**src/rtl/ultc_pkg.sv**
```systemverilog
// Shared constants, register map and types of the serial transmit and receive core.
package ultc_pkg;

  // ---------------------------------------------------------------------------
  // Register map (byte addresses on the register bus)
  // ---------------------------------------------------------------------------
  localparam logic [5:0] OFS_CTRL = 6'h00;
  localparam logic [5:0] OFS_FMT = 6'h04;
  localparam logic [5:0] OFS_BAUD = 6'h08;
  localparam logic [5:0] OFS_TXBUF = 6'h0c;
  localparam logic [5:0] OFS_RXBUF = 6'h10;
  localparam logic [5:0] OFS_ACT = 6'h14;
  localparam logic [5:0] OFS_ERR = 6'h18;
  localparam logic [5:0] OFS_CLR = 6'h1c;
  localparam logic [5:0] OFS_TRIG = 6'h20;

  // ---------------------------------------------------------------------------
  // Bit positions in the clear and trigger registers
  // ---------------------------------------------------------------------------
  localparam int CLR_PE = 0;
  localparam int CLR_FE = 1;
  localparam int CLR_OVE = 2;
  localparam int CLR_DCE = 3;
  localparam int CLR_CONSIST = 7;
  localparam int TRIG_BREAK = 0;

  // ---------------------------------------------------------------------------
  // Reset values and fixed counts
  // ---------------------------------------------------------------------------
  localparam logic [7:0] FMT_RST = 8'h01;
  localparam logic [15:0] BAUD_RST = 16'h0364;
  localparam logic [7:0] RXBUF_RST = 8'hff;
  localparam logic [4:0] BREAK_BITS = 5'h0d;
  localparam logic [4:0] LEN8_BITS = 5'h08;
  localparam logic [4:0] LEN7_BITS = 5'h07;
  localparam logic [1:0] PAR_NONE = 2'h0;
  localparam logic [1:0] PAR_ZERO = 2'h1;
  localparam logic [1:0] PAR_ODD = 2'h2;
  localparam logic [1:0] PAR_EVEN = 2'h3;

  // ---------------------------------------------------------------------------
  // Types
  // ---------------------------------------------------------------------------
  typedef enum logic [2:0] {TX_IDLE, TX_START, TX_DATA, TX_PAR, TX_STOP, TX_BREAK} ultc_tx_t;
  typedef enum logic [2:0] {RX_IDLE, RX_START, RX_DATA, RX_PAR, RX_STOP} ultc_rx_t;

  typedef struct packed {
    logic consistency_stop_mode;
    logic consistency_check_en;
    logic receive_enable_bit;
    logic transmit_enable_bit;
    logic power_bit;
  } ultc_ctrl_t;

  typedef struct packed {
    logic tx_irq_timing_sel;
    logic rx_inv;
    logic tx_inv;
    logic msb_first;
    logic stop2;
    logic [1:0] parity;
    logic len8;
  } ultc_fmt_t;

  typedef struct packed {
    logic read;
    logic write;
    logic [5:0] address;
    logic [31:0] writedata;
  } ultc_avs_req_t;

  typedef struct packed {
    logic [31:0] readdata;
    logic waitrequest;
  } ultc_avs_rsp_t;

  typedef struct packed {
    ultc_ctrl_t ctrl;
    ultc_fmt_t fmt;
    logic [15:0] baud;
    logic [7:0] transmit_buffer;
    logic tx_pend;
    logic break_req;
    logic brk_active;
    logic dc_hold;
    ultc_tx_t tx_st;
    logic [7:0] transmit_shift_reg;
    logic [4:0] tx_cnt;
    logic tx_level;
    logic txd;
    logic cmp_pend;
    logic [7:0] cmp_data;
    ultc_rx_t rx_st;
    logic [7:0] receive_shift_reg;
    logic [4:0] rx_cnt;
    logic rx_par;
    logic rx_prev;
    logic [7:0] receive_buffer;
    logic rx_unread;
    logic parity_error_flag;
    logic framing_error_flag;
    logic overrun_error_flag;
    logic consistency_error_flag;
    logic ack;
    logic waitreq;
    logic [31:0] readdata;
    logic tx_irq;
    logic rx_irq;
    logic st_irq;
  } ultc_state_t;

  typedef struct packed {
    logic s1;
    logic s2;
    logic s3;
    logic level;
  } ultc_sync_t;

endpackage

```
**src/rtl/ultc_sync.sv**
```systemverilog
// Three-stage input synchroniser with agreement filter for the receive pin.
`timescale 1ns/100ps
`default_nettype none
module ultc_sync (
  input wire logic clk,
  input wire logic rst,
  input wire logic din,
  output logic dout
);
  import ultc_pkg::*;

  ultc_sync_t r;
  ultc_sync_t n;

  // The first stage feeds only the second; the filter looks at stages two and three.
  always_comb begin
    n = r;
    n.s1 = din;
    n.s2 = r.s1;
    n.s3 = r.s2;
    if (r.s2 == r.s3) begin
      n.level = r.s3;
    end
  end

  always_ff @(posedge clk) begin
    if (rst) begin
      r <= '{s1: 1'b1, s2: 1'b1, s3: 1'b1, level: 1'b1};
    end else begin
      r <= n;
    end
  end

  assign dout = r.level;
endmodule
`default_nettype wire

```
**src/rtl/ultc_bit_timer.sv**
```systemverilog
// Bit-period divider producing one-cycle enable pulses at the programmed baud rate.
`timescale 1ns/100ps
`default_nettype none
module ultc_bit_timer (
  input wire logic clk,
  input wire logic rst,
  input wire logic en,
  input wire logic restart,
  input wire logic half,
  input wire logic [15:0] div,
  output logic tick
);
  import ultc_pkg::*;

  logic [15:0] cnt_reg;
  logic [15:0] cnt_next;

  // A restart loads a full period, or half a period to land mid-bit.
  always_comb begin
    tick = 1'b0;
    cnt_next = cnt_reg;
    if (restart) begin
      cnt_next = half ? {1'b0, div[15:1]} : div;
    end else if (en) begin
      if (cnt_reg <= 16'h0001) begin
        tick = 1'b1;
        cnt_next = div;
      end else begin
        cnt_next = cnt_reg - 16'h0001;
      end
    end
  end

  always_ff @(posedge clk) begin
    if (rst) begin
      cnt_reg <= 16'h0000;
    end else begin
      cnt_reg <= cnt_next;
    end
  end
endmodule
`default_nettype wire

```
**src/rtl/ultc_core.sv**
```systemverilog
// Serial transmit and receive engine with consistency check and register slave.
// -----------------------------------------------------------------------------
// -----------------------------------------------------------------------------
//
// The register addresses and the Avalon-MM register port were left to the implementer.
`timescale 1ns/100ps
`default_nettype none
module ultc_core (
  input wire logic clk,
  input wire logic rst,
  input wire ultc_pkg::ultc_avs_req_t avs_req,
  output var ultc_pkg::ultc_avs_rsp_t avs_rsp,
  input wire logic serial_in_pin,
  output logic serial_out_pin,
  output logic tx_irq,
  output logic rx_complete_irq,
  output logic status_irq
);
  import ultc_pkg::*;

  // ---------------------------------------------------------------------------
  // Helpers
  // ---------------------------------------------------------------------------
  function automatic logic [7:0] len_mask(input logic len8);
    return len8 ? 8'hff : 8'h7f;
  endfunction

  // Converts between the written value and the order bits travel in.
  function automatic logic [7:0] order_fix(input logic [7:0] d, input logic len8,
                                           input logic msb);
    logic [7:0] rev;
    rev = {<<{d}};
    if (!msb) begin
      return d & len_mask(len8);
    end
    return len8 ? rev : {1'b0, rev[7:1]};
  endfunction

  function automatic logic par_bit(input logic [7:0] d, input logic len8, input logic [1:0] m);
    logic ones;
    ones = ^(d & len_mask(len8));
    case (m)
      PAR_EVEN: return ones;
      PAR_ODD: return ~ones;
      default: return 1'b0;
    endcase
  endfunction

  ultc_state_t r;
  ultc_state_t n;
  logic line;
  logic tx_tick;
  logic rx_tick;
  logic tx_restart;
  logic rx_restart;

  ultc_sync u_sync (
    .clk(clk),
    .rst(rst),
    .din(serial_in_pin),
    .dout(line)
  );

  ultc_bit_timer u_tx_tmr (
    .clk(clk),
    .rst(rst),
    .en(r.tx_st != TX_IDLE),
    .restart(tx_restart),
    .half(1'b0),
    .div(r.baud),
    .tick(tx_tick)
  );

  ultc_bit_timer u_rx_tmr (
    .clk(clk),
    .rst(rst),
    .en(r.rx_st != RX_IDLE),
    .restart(rx_restart),
    .half(1'b1),
    .div(r.baud),
    .tick(rx_tick)
  );

  // ---------------------------------------------------------------------------
  // Next-state logic
  // ---------------------------------------------------------------------------
  always_comb begin
    logic tx_ok;
    logic rx_ok;
    logic lvl;
    logic [7:0] rdat;
    logic pe;
    logic [4:0] dlen;
    logic txbuf_wr;
    tx_ok = r.ctrl.power_bit && r.ctrl.transmit_enable_bit;
    rx_ok = r.ctrl.power_bit &&
            (r.ctrl.receive_enable_bit || (r.ctrl.consistency_check_en && r.cmp_pend));
    lvl = line ^ r.fmt.rx_inv;
    dlen = r.fmt.len8 ? LEN8_BITS : LEN7_BITS;
    txbuf_wr = r.ack && avs_req.write && (avs_req.address == OFS_TXBUF);
    rdat = 8'h00;
    pe = 1'b0;
    n = r;
    n.tx_irq = 1'b0;
    n.rx_irq = 1'b0;
    n.st_irq = 1'b0;
    tx_restart = 1'b0;
    rx_restart = 1'b0;
    n.rx_prev = lvl;

    // -------------------------------------------------------------------------
    // Register bus: capture on request, act on the cycle waitrequest is low
    // -------------------------------------------------------------------------
    n.ack = (avs_req.read || avs_req.write) && !r.ack;
    n.waitreq = !n.ack;
    if (n.ack && avs_req.read) begin
      case (avs_req.address)
        OFS_CTRL: n.readdata = {27'h0, r.ctrl};
        OFS_FMT: n.readdata = {24'h0, r.fmt};
        OFS_BAUD: n.readdata = {16'h0, r.baud};
        OFS_TXBUF: n.readdata = {24'h0, r.transmit_buffer};
        OFS_RXBUF: n.readdata = {24'h0, r.receive_buffer};
        OFS_ACT: n.readdata = {27'h0, r.rx_unread, r.rx_st != RX_IDLE, r.tx_pend,
                               r.brk_active, r.tx_st != TX_IDLE && !r.brk_active};
        OFS_ERR: n.readdata = {27'h0, r.dc_hold, r.consistency_error_flag,
                               r.overrun_error_flag, r.framing_error_flag,
                               r.parity_error_flag};
        default: n.readdata = 32'h0;
      endcase
      // The read empties the buffer in the same cycle its value is captured, so a
      // frame finishing now is stored rather than reported as an overrun.
      if (avs_req.address == OFS_RXBUF) begin
        n.rx_unread = 1'b0;
      end
    end
    if (r.ack && avs_req.write) begin
      case (avs_req.address)
        OFS_CTRL: n.ctrl = avs_req.writedata[$bits(ultc_ctrl_t)-1:0];
        OFS_FMT: n.fmt = avs_req.writedata[$bits(ultc_fmt_t)-1:0];
        OFS_BAUD: n.baud = avs_req.writedata[15:0];
        OFS_TXBUF: begin
          n.transmit_buffer = avs_req.writedata[7:0];
          n.tx_pend = tx_ok;
        end
        OFS_CLR: begin
          if (avs_req.writedata[CLR_PE]) n.parity_error_flag = 1'b0;
          if (avs_req.writedata[CLR_FE]) n.framing_error_flag = 1'b0;
          if (avs_req.writedata[CLR_OVE]) n.overrun_error_flag = 1'b0;
          if (avs_req.writedata[CLR_DCE]) n.consistency_error_flag = 1'b0;
          if (avs_req.writedata[CLR_CONSIST]) n.dc_hold = 1'b0;
        end
        OFS_TRIG: begin
          if (avs_req.writedata[TRIG_BREAK] && tx_ok) n.break_req = 1'b1;
        end
        default: ;
      endcase
    end

    // -------------------------------------------------------------------------
    // Transmitter
    // -------------------------------------------------------------------------
    if (!tx_ok) begin
      n.tx_st = TX_IDLE;
      n.tx_pend = 1'b0;
      n.break_req = 1'b0;
      n.brk_active = 1'b0;
      n.dc_hold = 1'b0;
      n.cmp_pend = 1'b0;
      n.tx_level = 1'b1;
    end else begin
      case (r.tx_st)
        TX_IDLE: begin
          if (r.break_req) begin
            n.tx_st = TX_BREAK;
            n.break_req = 1'b0;
            n.brk_active = 1'b1;
            n.tx_cnt = BREAK_BITS;
            n.tx_level = 1'b0;
            n.tx_irq = !r.fmt.tx_irq_timing_sel;
            tx_restart = 1'b1;
          end else if (r.tx_pend && !r.dc_hold) begin
            n.tx_st = TX_START;
            // A buffer write landing in the load cycle stays pending for the next frame.
            n.tx_pend = txbuf_wr;
            n.transmit_shift_reg = order_fix(r.transmit_buffer, r.fmt.len8,
                                             r.fmt.msb_first);
            n.tx_cnt = dlen;
            n.tx_level = 1'b0;
            n.cmp_pend = r.ctrl.consistency_check_en;
            n.cmp_data = r.transmit_buffer;
            n.tx_irq = !r.fmt.tx_irq_timing_sel;
            tx_restart = 1'b1;
          end
        end
        TX_START, TX_DATA: begin
          if (tx_tick) begin
            if (r.tx_cnt != 5'h0) begin
              n.tx_st = TX_DATA;
              n.tx_level = r.transmit_shift_reg[0];
              n.transmit_shift_reg = {1'b0, r.transmit_shift_reg[7:1]};
              n.tx_cnt = r.tx_cnt - 5'h01;
            end else if (r.fmt.parity != PAR_NONE) begin
              n.tx_st = TX_PAR;
              n.tx_level = par_bit(r.cmp_data, r.fmt.len8, r.fmt.parity);
            end else begin
              n.tx_st = TX_STOP;
              n.tx_level = 1'b1;
              n.tx_cnt = {4'h0, r.fmt.stop2};
            end
          end
        end
        TX_PAR: begin
          if (tx_tick) begin
            n.tx_st = TX_STOP;
            n.tx_level = 1'b1;
            n.tx_cnt = {4'h0, r.fmt.stop2};
          end
        end
        TX_BREAK: begin
          if (tx_tick) begin
            n.tx_cnt = r.tx_cnt - 5'h01;
            if (r.tx_cnt == 5'h01) begin
              n.tx_st = TX_STOP;
              n.tx_level = 1'b1;
              n.tx_cnt = 5'h0;
            end
          end
        end
        TX_STOP: begin
          if (tx_tick) begin
            if (r.tx_cnt != 5'h0) begin
              n.tx_cnt = r.tx_cnt - 5'h01;
            end else begin
              n.tx_st = TX_IDLE;
              n.brk_active = 1'b0;
              n.tx_irq = r.fmt.tx_irq_timing_sel;
            end
          end
        end
        default: n.tx_st = TX_IDLE;
      endcase
    end
    n.txd = n.tx_level ^ n.fmt.tx_inv;

    // -------------------------------------------------------------------------
    // Receiver
    // -------------------------------------------------------------------------
    if (!rx_ok) begin
      n.rx_st = RX_IDLE;
    end else begin
      case (r.rx_st)
        RX_IDLE: begin
          if (r.rx_prev && !lvl) begin
            n.rx_st = RX_START;
            rx_restart = 1'b1;
          end
        end
        RX_START: begin
          if (rx_tick) begin
            n.rx_st = lvl ? RX_IDLE : RX_DATA;
            n.rx_cnt = dlen;
            n.receive_shift_reg = 8'h00;
          end
        end
        RX_DATA: begin
          if (rx_tick) begin
            n.receive_shift_reg = {lvl, r.receive_shift_reg[7:1]};
            n.rx_cnt = r.rx_cnt - 5'h01;
            if (r.rx_cnt == 5'h01) begin
              n.rx_st = (r.fmt.parity != PAR_NONE) ? RX_PAR : RX_STOP;
            end
          end
        end
        RX_PAR: begin
          if (rx_tick) begin
            n.rx_par = lvl;
            n.rx_st = RX_STOP;
          end
        end
        RX_STOP: begin
          if (rx_tick) begin
            n.rx_st = RX_IDLE;
            rdat = order_fix(r.fmt.len8 ? r.receive_shift_reg
                                        : {1'b0, r.receive_shift_reg[7:1]},
                             r.fmt.len8, r.fmt.msb_first);
            pe = r.fmt.parity[1] && (par_bit(rdat, r.fmt.len8, r.fmt.parity) != r.rx_par);
            if (r.cmp_pend) begin
              n.cmp_pend = 1'b0;
              if (((rdat ^ r.cmp_data) & len_mask(r.fmt.len8)) != 8'h00) begin
                n.consistency_error_flag = 1'b1;
                n.st_irq = 1'b1;
                n.dc_hold = !r.ctrl.consistency_stop_mode;
              end
            end
            if (r.ctrl.receive_enable_bit) begin
              if (n.rx_unread) begin
                n.overrun_error_flag = 1'b1;
                n.st_irq = 1'b1;
              end else begin
                n.receive_buffer = rdat;
                n.rx_unread = 1'b1;
                if (pe) n.parity_error_flag = 1'b1;
                if (!lvl) n.framing_error_flag = 1'b1;
                if (pe || !lvl) begin
                  n.st_irq = 1'b1;
                end else begin
                  n.rx_irq = 1'b1;
                end
              end
            end
          end
        end
        default: n.rx_st = RX_IDLE;
      endcase
    end
  end

  // ---------------------------------------------------------------------------
  // State register
  // ---------------------------------------------------------------------------
  always_ff @(posedge clk) begin
    if (rst) begin
      r <= '0;
      r.fmt <= FMT_RST;
      r.baud <= BAUD_RST;
      r.receive_buffer <= RXBUF_RST;
      r.tx_level <= 1'b1;
      r.waitreq <= 1'b1;
      r.txd <= 1'b1;
      r.rx_prev <= 1'b1;
    end else begin
      r <= n;
    end
  end

  assign avs_rsp.readdata = r.readdata;
  assign avs_rsp.waitrequest = r.waitreq;
  assign serial_out_pin = r.txd;
  assign tx_irq = r.tx_irq;
  assign rx_complete_irq = r.rx_irq;
  assign status_irq = r.st_irq;
endmodule
`default_nettype wire

```
**config.mk**
```make
export PLATFORM = sky130hd
export DESIGN_NAME = ultc_core
export DESIGN_NICKNAME = d
export VERILOG_FILES = /design/src/rtl/ultc_pkg.sv /design/src/rtl/ultc_sync.sv /design/src/rtl/ultc_bit_timer.sv /design/src/rtl/ultc_core.sv
export SDC_FILE = /design/constraint.sdc
export NUM_CORES = 1
export LEC_CHECK = 0
export ABC_AREA = 1
export BUFFER_PORTS_ARGS = -buffer_cell sky130_fd_sc_hd__buf_2
export CORE_ASPECT_RATIO = 0.5
export CORE_MARGIN = 1.5
export CORE_UTILIZATION = 55
export CTS_CLUSTER_SIZE = 16
export DETAILED_ROUTE_END_ITERATION = 10
export PLACE_DENSITY = 0.75
export SLEW_MARGIN = 20
export SYNTH_ARGS = -nofsm -noshare
export SYNTH_HDL_FRONTEND = slang
export SYNTH_SLANG_ARGS = --single-unit
```
**constraint.sdc**
```tcl
create_clock -name clk -period 2.4 [get_ports clk]
set_input_delay 0.24 -clock clk [delete_from_list [all_inputs] [get_ports clk]]
set_output_delay 0.24 -clock clk [all_outputs]
set_load 0.03 [all_outputs]
```
==> impl_results.md, run 1 <==
- Most common cell after layout, fill and taps aside: nand2_1
- # Max-Cap Violations: 0
- Vias in the first global route: around 7800
- CP max-delay cell: dfxtp_1
- Final #Nets: ~1300
- Die width: between 150 and 200 µm
- First-pass iteration count of the detailed router: 5
- Final Cycle Share: 93.09%
- Commonest cells after routing, fill and taps aside: nand2_1, dfxtp_1, a21oi_1
- CTS Sinks: approximately 160
- CTS tree: built
- 1st-iter DRT viols: 848
- CP endpoint kind: flop
- Syn avg cell area: approximately 7 µm²
- Max Freq: roughly 450 MHz
- Flop pwr share: approximately 45%
- Crit path cell chain: inv_1 > ha_1 > nand2_2 > nor2_4 > o21ai_4 > inv_2 > nor2_2 > inv_2 > a21oi_1 > o21ai_0 > o211ai_1 > inv_1
- Clock power share: just over 50%
- Total internal power: 4.467 mW
- Post-detailed-route DRC marker count: 0
- Input/output buffers: 47
- Starting density of the core: a little under three fifths
- GRT overflow: 0
- Clock skew: around 0.011 ns
- PD cells: a little over 600 nW/µm²
- Detailed Place HPWL: around 17000 µm
- Top reg by flops: r
- Die ar.: ~16000 µm²
- Outcome: finished, final reports clean
- Number of distinct library cells after synthesis: a little under 60
- Routed wire length: approximately 24000 µm
- Vias: 8496
- Worst Path Max Fanout: 23
- Final setup TNS: 0 ns
- Comb power frac: roughly 3.9%
- Via-per-instance ratio: about 5.8
- Clock slew at reported path FFs: about 0.07 ns
- Seq cells post-synth: roughly 160
- Post-route ant nets: 0
- First-pass GRT wire length: around 38000 µm
- Worst slew margin: between 50% and 60%
- Slew Limit Fails: 0
- Gpl congestion: 0.9867
- RSZ-0062 raised after global routing: false
- Psw: approximately 1.3 mW
- Setup Viol. Count Final: 0
- Min-delay worst type: in -> reg
- Data arrival, critical path: around 2.6 ns
- Synth Warn #: 0
- Clock Tree Buf Depth: 2
- Least-Margin Pin Slew: 0.6703 ns
- Layout cells sized above 1: 13.38%
- Max incr delay on CP: 0.43 ns
- Core area: between 15000 and 20000 µm²
- Worst-Skew Late Latency: between 0.4 and 0.5 ns
- Final Hold Fails: 0
- GRT Overall Usage: ~29%
- Post-Syn Instances: between 1000 and 1500
- WL/cell: roughly 16 µm
- Io pins: 80
- CTS H-tree depth: 4
- Worst EP required: between 2 and 3 ns
- Postcts setup bufs: 0
- Crit start category: flop
- Syn Std Cell Area: around 8600 µm²
- Sw Ratio: between 20 and 25%
- Die Ht: a little over 90 µm
- Area delta synth->final: 10.35%
- Largest register FFs: between 90 and 100
- Pwr Total: 5.801 mW
- Largest net degree at the start of global routing: 58
- Row count: 32
- Root Driver: clkbuf_16
- Crit path time final: about 2.2 ns
- Sequential area share after synthesis: around 36%
- Standby leakage power: between 3 and 4 nW
- Critical path type: reg -> reg
- Initial antenna violation count: 0
- Worst vdd ir: ~650 µV
- Total CTS buffers: 17
- Ant diodes: 0
- Worst Hold Slack: about 0.046 ns
[layer usage]
metal	track usage, %	wire length (µm)
met4	8.889	359
met2	48.08	10830
met1	38.66	10810
met3	5.215	1872
met5	0	0
[path summary, 6_finish.rpt]
check / start / slack (ns) / cells after the start / end
hold reg to reg: u_sync.n[2] / 0.41 / 1 / u_sync.n[1]
setup reg to reg: u_tx_tmr.cnt_reg[0] / 0.17 / 12 / u_tx_tmr.cnt_reg[4]
setup / recovery: u_tx_tmr.cnt_reg[0] / 0.17 / 12 / u_tx_tmr.cnt_reg[4]
hold / removal: avs_req[14] / 0.05 / 3 / r[121]
[through the flow]
stage                     cells  worst slack (ns)  area [µm²]  utilization [%]
after CTS                  1467            0.1790        9492            61.90
after floorplan            1238            0.5834        8665                -
final                      1467            0.1657        9499            61.95
after detailed placement   1434            0.1957        8840            57.65
after global placement     1434            0.3137        8840            57.65
after global routing       1467          0.008358        9499            61.95
[worst max-delay path: cells and delay by family (launching register included)]
| kind | cells | cell delay, ns |
|---|---|---|
| and+or+nand+nor | 3 | 0.39 |
| AOI/OAI and AO/OA | 4 | 0.62 |
| buffers and inverters | 4 | 0.44 |
| adders and majority gates | 1 | 0.25 |
| DFF | 1 | 0.43 |
[cell type report]
cell class	instances	area, µm²
multi-input cells	868	4549
repair buffers	69	402.9
flip-flops and latches	156	3123
inverters	138	526.8
clock buffers	20	456.7
fillers	1358	5836
clock inverters	12	185.2
well taps	204	255.2
[cells by family after synthesis]
| group | count (synthesis) | synth area share (%) |
|---|---|---|
| buffers and inverters | 214 | 11.61 |
| other | 1 | 0.04356 |
| AND/OR/NAND/NOR | 463 | 24.04 |
| flip-flops | 156 | 36.28 |
| XOR/XNOR | 34 | 3.459 |
| multiplexers | 2 | 0.2326 |
| AO/OA/AOI/OAI | 345 | 23.17 |
| adder cells (fa/ha/maj) | 8 | 1.163 |
[cells in the mapped netlist, drive strengths merged]
cell | instances | share of area [%]
a211oi | 7 | 0.61
a21boi | 1 | 0.087
a21oi | 135 | 8.1
a221oi | 8 | 0.89
a22oi | 7 | 0.61
a31oi | 20 | 1.5
a41oi | 1 | 0.10
buf | 54 | 4.5
clkbuf | 22 | 0.96
clkinv | 2 | 0.10
conb | 1 | 0.044
dfxtp | 156 | 36
ha | 8 | 1.2
inv | 136 | 6.0
mux2i | 2 | 0.23
nand2 | 254 | 11
nand3 | 48 | 3.0
nand3b | 2 | 0.17
nand4 | 8 | 0.58
nor2 | 102 | 5.2
nor3 | 33 | 2.6
nor3b | 2 | 0.17
nor4 | 5 | 0.36
o2111ai | 5 | 0.51
o211ai | 28 | 2.4
o21ai | 117 | 6.8
o21bai | 1 | 0.087
o221ai | 3 | 0.38
o22ai | 9 | 0.65
o31ai | 3 | 0.32
or2 | 9 | 0.65
xnor2 | 13 | 1.3
xor2 | 21 | 2.1
[power by group through the flow]
stage	registers (mW)	logic, mW	clock network, mW
after floorplan	2.67	0.179	0
after global placement	2.67	0.218	0
after detailed placement	2.67	0.221	0
after CTS	2.61	0.224	2.98
after global routing	2.61	0.244	3.08
final	2.61	0.227	2.96
[what timing repair did]
item / in CTS / in global routing
hold buffers: 1 / 0
gates resized for setup: 0 / 1
endpoints found under the setup margin: 0 / 3
hold endpoints to repair: 1 / 0
No activity file was read; power rests on OpenSTA's default activity.
==> run 2: changes to the inputs <==
--- a/config.mk
+++ b/config.mk
@@ -5,13 +5,13 @@
 export SDC_FILE = /design/constraint.sdc
 export NUM_CORES = 1
 export LEC_CHECK = 0
-export ABC_AREA = 1
 export BUFFER_PORTS_ARGS = -buffer_cell sky130_fd_sc_hd__buf_2
 export CORE_ASPECT_RATIO = 0.5
 export CORE_MARGIN = 1.5
 export CORE_UTILIZATION = 55
 export CTS_CLUSTER_SIZE = 16
 export DETAILED_ROUTE_END_ITERATION = 10
+export GPL_TIMING_DRIVEN = 0
 export PLACE_DENSITY = 0.75
 export SLEW_MARGIN = 20
 export SYNTH_ARGS = -nofsm -noshare
==> impl_results.md, run 2 <==
- Post-route ant nets: 0
- Clock slew at reported path FFs: about 0.07 ns
- Grt met2 use: 50.61%
- First-pass iteration count of the detailed router: 10
- Die width: 179.7 µm
- Input/output buffers: 44
- Worst vdd ir: 478.0 µV
- Final #Nets: approximately 1200
- Vias in the first global route: between 7000 and 8000
- Largest net degree at the start of global routing: 17
- Syn avg cell area: slightly below 8 µm²
- Via-per-instance ratio: ~6.3
- Initial antenna violation count: 0
- Most common cell after layout, fill and taps aside: dfxtp_1
- Placed cell count: around 1300
- Synth Warn #: 0
- Number of distinct library cells after synthesis: between 80 and 90
- CTS Sinks: 156
- Synth Area in Compound Gates: a little over a fifth
- Largest family of logic cells by synthesized area: simple AND/OR/NAND/NOR gates
- Layout cells sized above 1: 18.08%
- Worst EP required: ~2.7 ns
- Final Cycle Share: 100.6%
- Die ar.: ~16000 µm²
- # Max-Cap Violations: 0
- Failing checks: negative setup slack
- Post-synth EDFFs: 0
- Top cells by area in the synthesized netlist: dfxtp_1, nand2_1, a21oi_1
- Sequential area share after synthesis: around 36%
- Commonest cells after routing, fill and taps aside: dfxtp_1, nand2_1, nor2_1
- Setup Viol. Count Final: 1
- Ant diodes: 0
- Crit start category: flop
- Sequential cell area: between 3000 and 4000 µm²
- Multiplexer share of the synthesized area: about 4%
- Min-delay worst type: in -> reg
- GRT Overall Usage: around a third
- Row count: 32
- Least-Margin Pin Slew: slightly below 0.9 ns
- Final Hold Fails: 0
- Async set-reset flop share out of synthesis: 0%
- Synth Area in XOR/XNOR: just under 4%
- M3 GR Usage: 7.822%
- Seq cells post-synth: ~160
- Synth Area in Adders: around 1.3%
- Post-detailed-route DRC marker count: 0
- Post-Synth Simple-Gate Area: ~26%
- GRT overflow: 0
- Met1 GRT Util: ~47%
- Vias: about 8900
- Worst Reg-to-Reg Cells: 8
- Worst slew margin: roughly two fifths
- CP endpoint kind: flop
- Routed wire length: 28060 µm
- Final non-filler cell total: roughly 1400
- Data arrival, critical path: roughly 2.7 ns
- Most frequent cell after synthesis: dfxtp_1
- Post-synth top cells: dfxtp_1, nand2_1, nor2_1, a21oi_1, clkbuf_1
- Clock Tree Buf Depth: 2
- Crit path time final: roughly 2.4 ns
- Detailed Place HPWL: about 19000 µm
- Slew Limit Fails: 0
- Io pins: 80
- WL/cell: around 20 µm
- Top reg by flops: r
- Worst Hold Slack: between 0.04 and 0.05 ns
- Core area: 15330 µm²
- Hold Path Depth: 3
- Fin worst setup slack: -0.01407 ns
- Die Ht: about 91 µm
- Design area: approximately 10000 µm²
- Starting density of the core: 56.01%
- Area delta synth->final: 20.25%
- Pwr Total: 5.890 mW
- Post-synth top flop: dfxtp_1
- Outcome: complete, but fails checks
- GRT busiest layer: met2
- PD cells: between 500 and 600 nW/µm²
- Placed Instance Area: approximately 9000 µm²
- Root Driver: clkbuf_16
- CTS H-tree depth: 4
- Total CTS buffers: 17
- Post-Syn Instances: 1086
- Filler Cells Inserted: between 1000 and 1500
- First-pass GRT wire length: between 40000 and 50000 µm
- Worst Path Max Fanout: 7
- Max Freq: just over 400 MHz
- CTS tree: built
- Yosys top cell by area: dfxtp_1
- Standby leakage power: just under 4 nW
- Post-synth top area share: between 30 and 40%
- Gpl congestion: a little under 1
- Syn Std Cell Area: 8589 µm²
- Largest register FFs: a little under 100
- Worst-Skew Late Latency: around 0.43 ns
- Clock skew: between 0.01 and 0.015 ns
- 1st-iter DRT viols: between 1000 and 1500
- Critical path type: reg -> reg
- RSZ-0062 raised after global routing: true
- Place WS: -0.5595 ns
- Footprint of the multi-input gates: between 5000 and 6000 µm²
-- run 2: cell count changes after synthesis, sizes merged, moves of 27 or more --
cell    change
o21ai      -75
clkbuf     +39
inv       -121
nand2     -106
a21oi      -32
mux2i      +27
-- run 2: cell families after synthesis --
family	Yosys count
xor+xnor	35
compound gates	288
fa+ha+maj	9
other cells	1
mux	34
buf+inv	120
flops	156
simple gates	443
-- run 2: final cells by class --
class / count / share of cell area (%)
Sequential cell: 156 / 30.36
Multi-Input combinational cell: 825 / 50.61
Inverter: 16 / 0.5936
Timing Repair Buffer: 68 / 4.143
Tap cell: 204 / 2.471
Clock buffer: 19 / 4.288
Clock inverter: 13 / 2.071
Buffer: 98 / 5.463
-- run 2: worst paths after layout --
path         slack, ns         from              to
max reg2reg      -0.01       r[124]  serial_out_pin
min               0.04   avs_req[9]          r[116]
min reg2reg       0.44  u_sync.n[2]     u_sync.n[1]
max              -0.01       r[124]  serial_out_pin
-- run 2: power breakdown --
group          switching (mW)  internal [mW]
sequential            0.00463           2.59
clock                    1.18           1.89
combinational           0.171         0.0604
total                    1.35           4.54
-- run 2: stage by stage --
step                setup TNS (ns)  util (%)
detailed placement          -18.33     59.48
global route               -0.2748     67.35
CTS                       -0.06601     65.23
floorplan                        0         -
finish                    -0.01407     67.35
global placement            -16.80     59.48
-- run 2: metal layers --
layer  share of wire (%)  wire (µm)  vias up
met1                  43      12160     4200
li1                    -          -     4055
met4                 2.7        762        0
met5                   0          0        -
met3                  11       3169       78
met2                  43      11970      532
-- run 2: what timing repair did --
action                                  CTS  global route
hold endpoints to repair                  1             0
gates cloned                              0             1
gates resized for setup                  41            51
endpoints found under the setup margin   74            72
setup buffers                             8            14
hold buffers                              1             0
pin swaps                                 7            14
-- run 2: critical path: stages (launching register included) --
cell and delay (ns):
dfxtp_1 0.33, clkbuf_2 0.31, xnor2_2 0.16, xnor3_1 0.28
xnor2_2 0.27, or4b_1 0.50, a21boi_2 0.23, nor4_4 0.08
mux2i_1 0.13
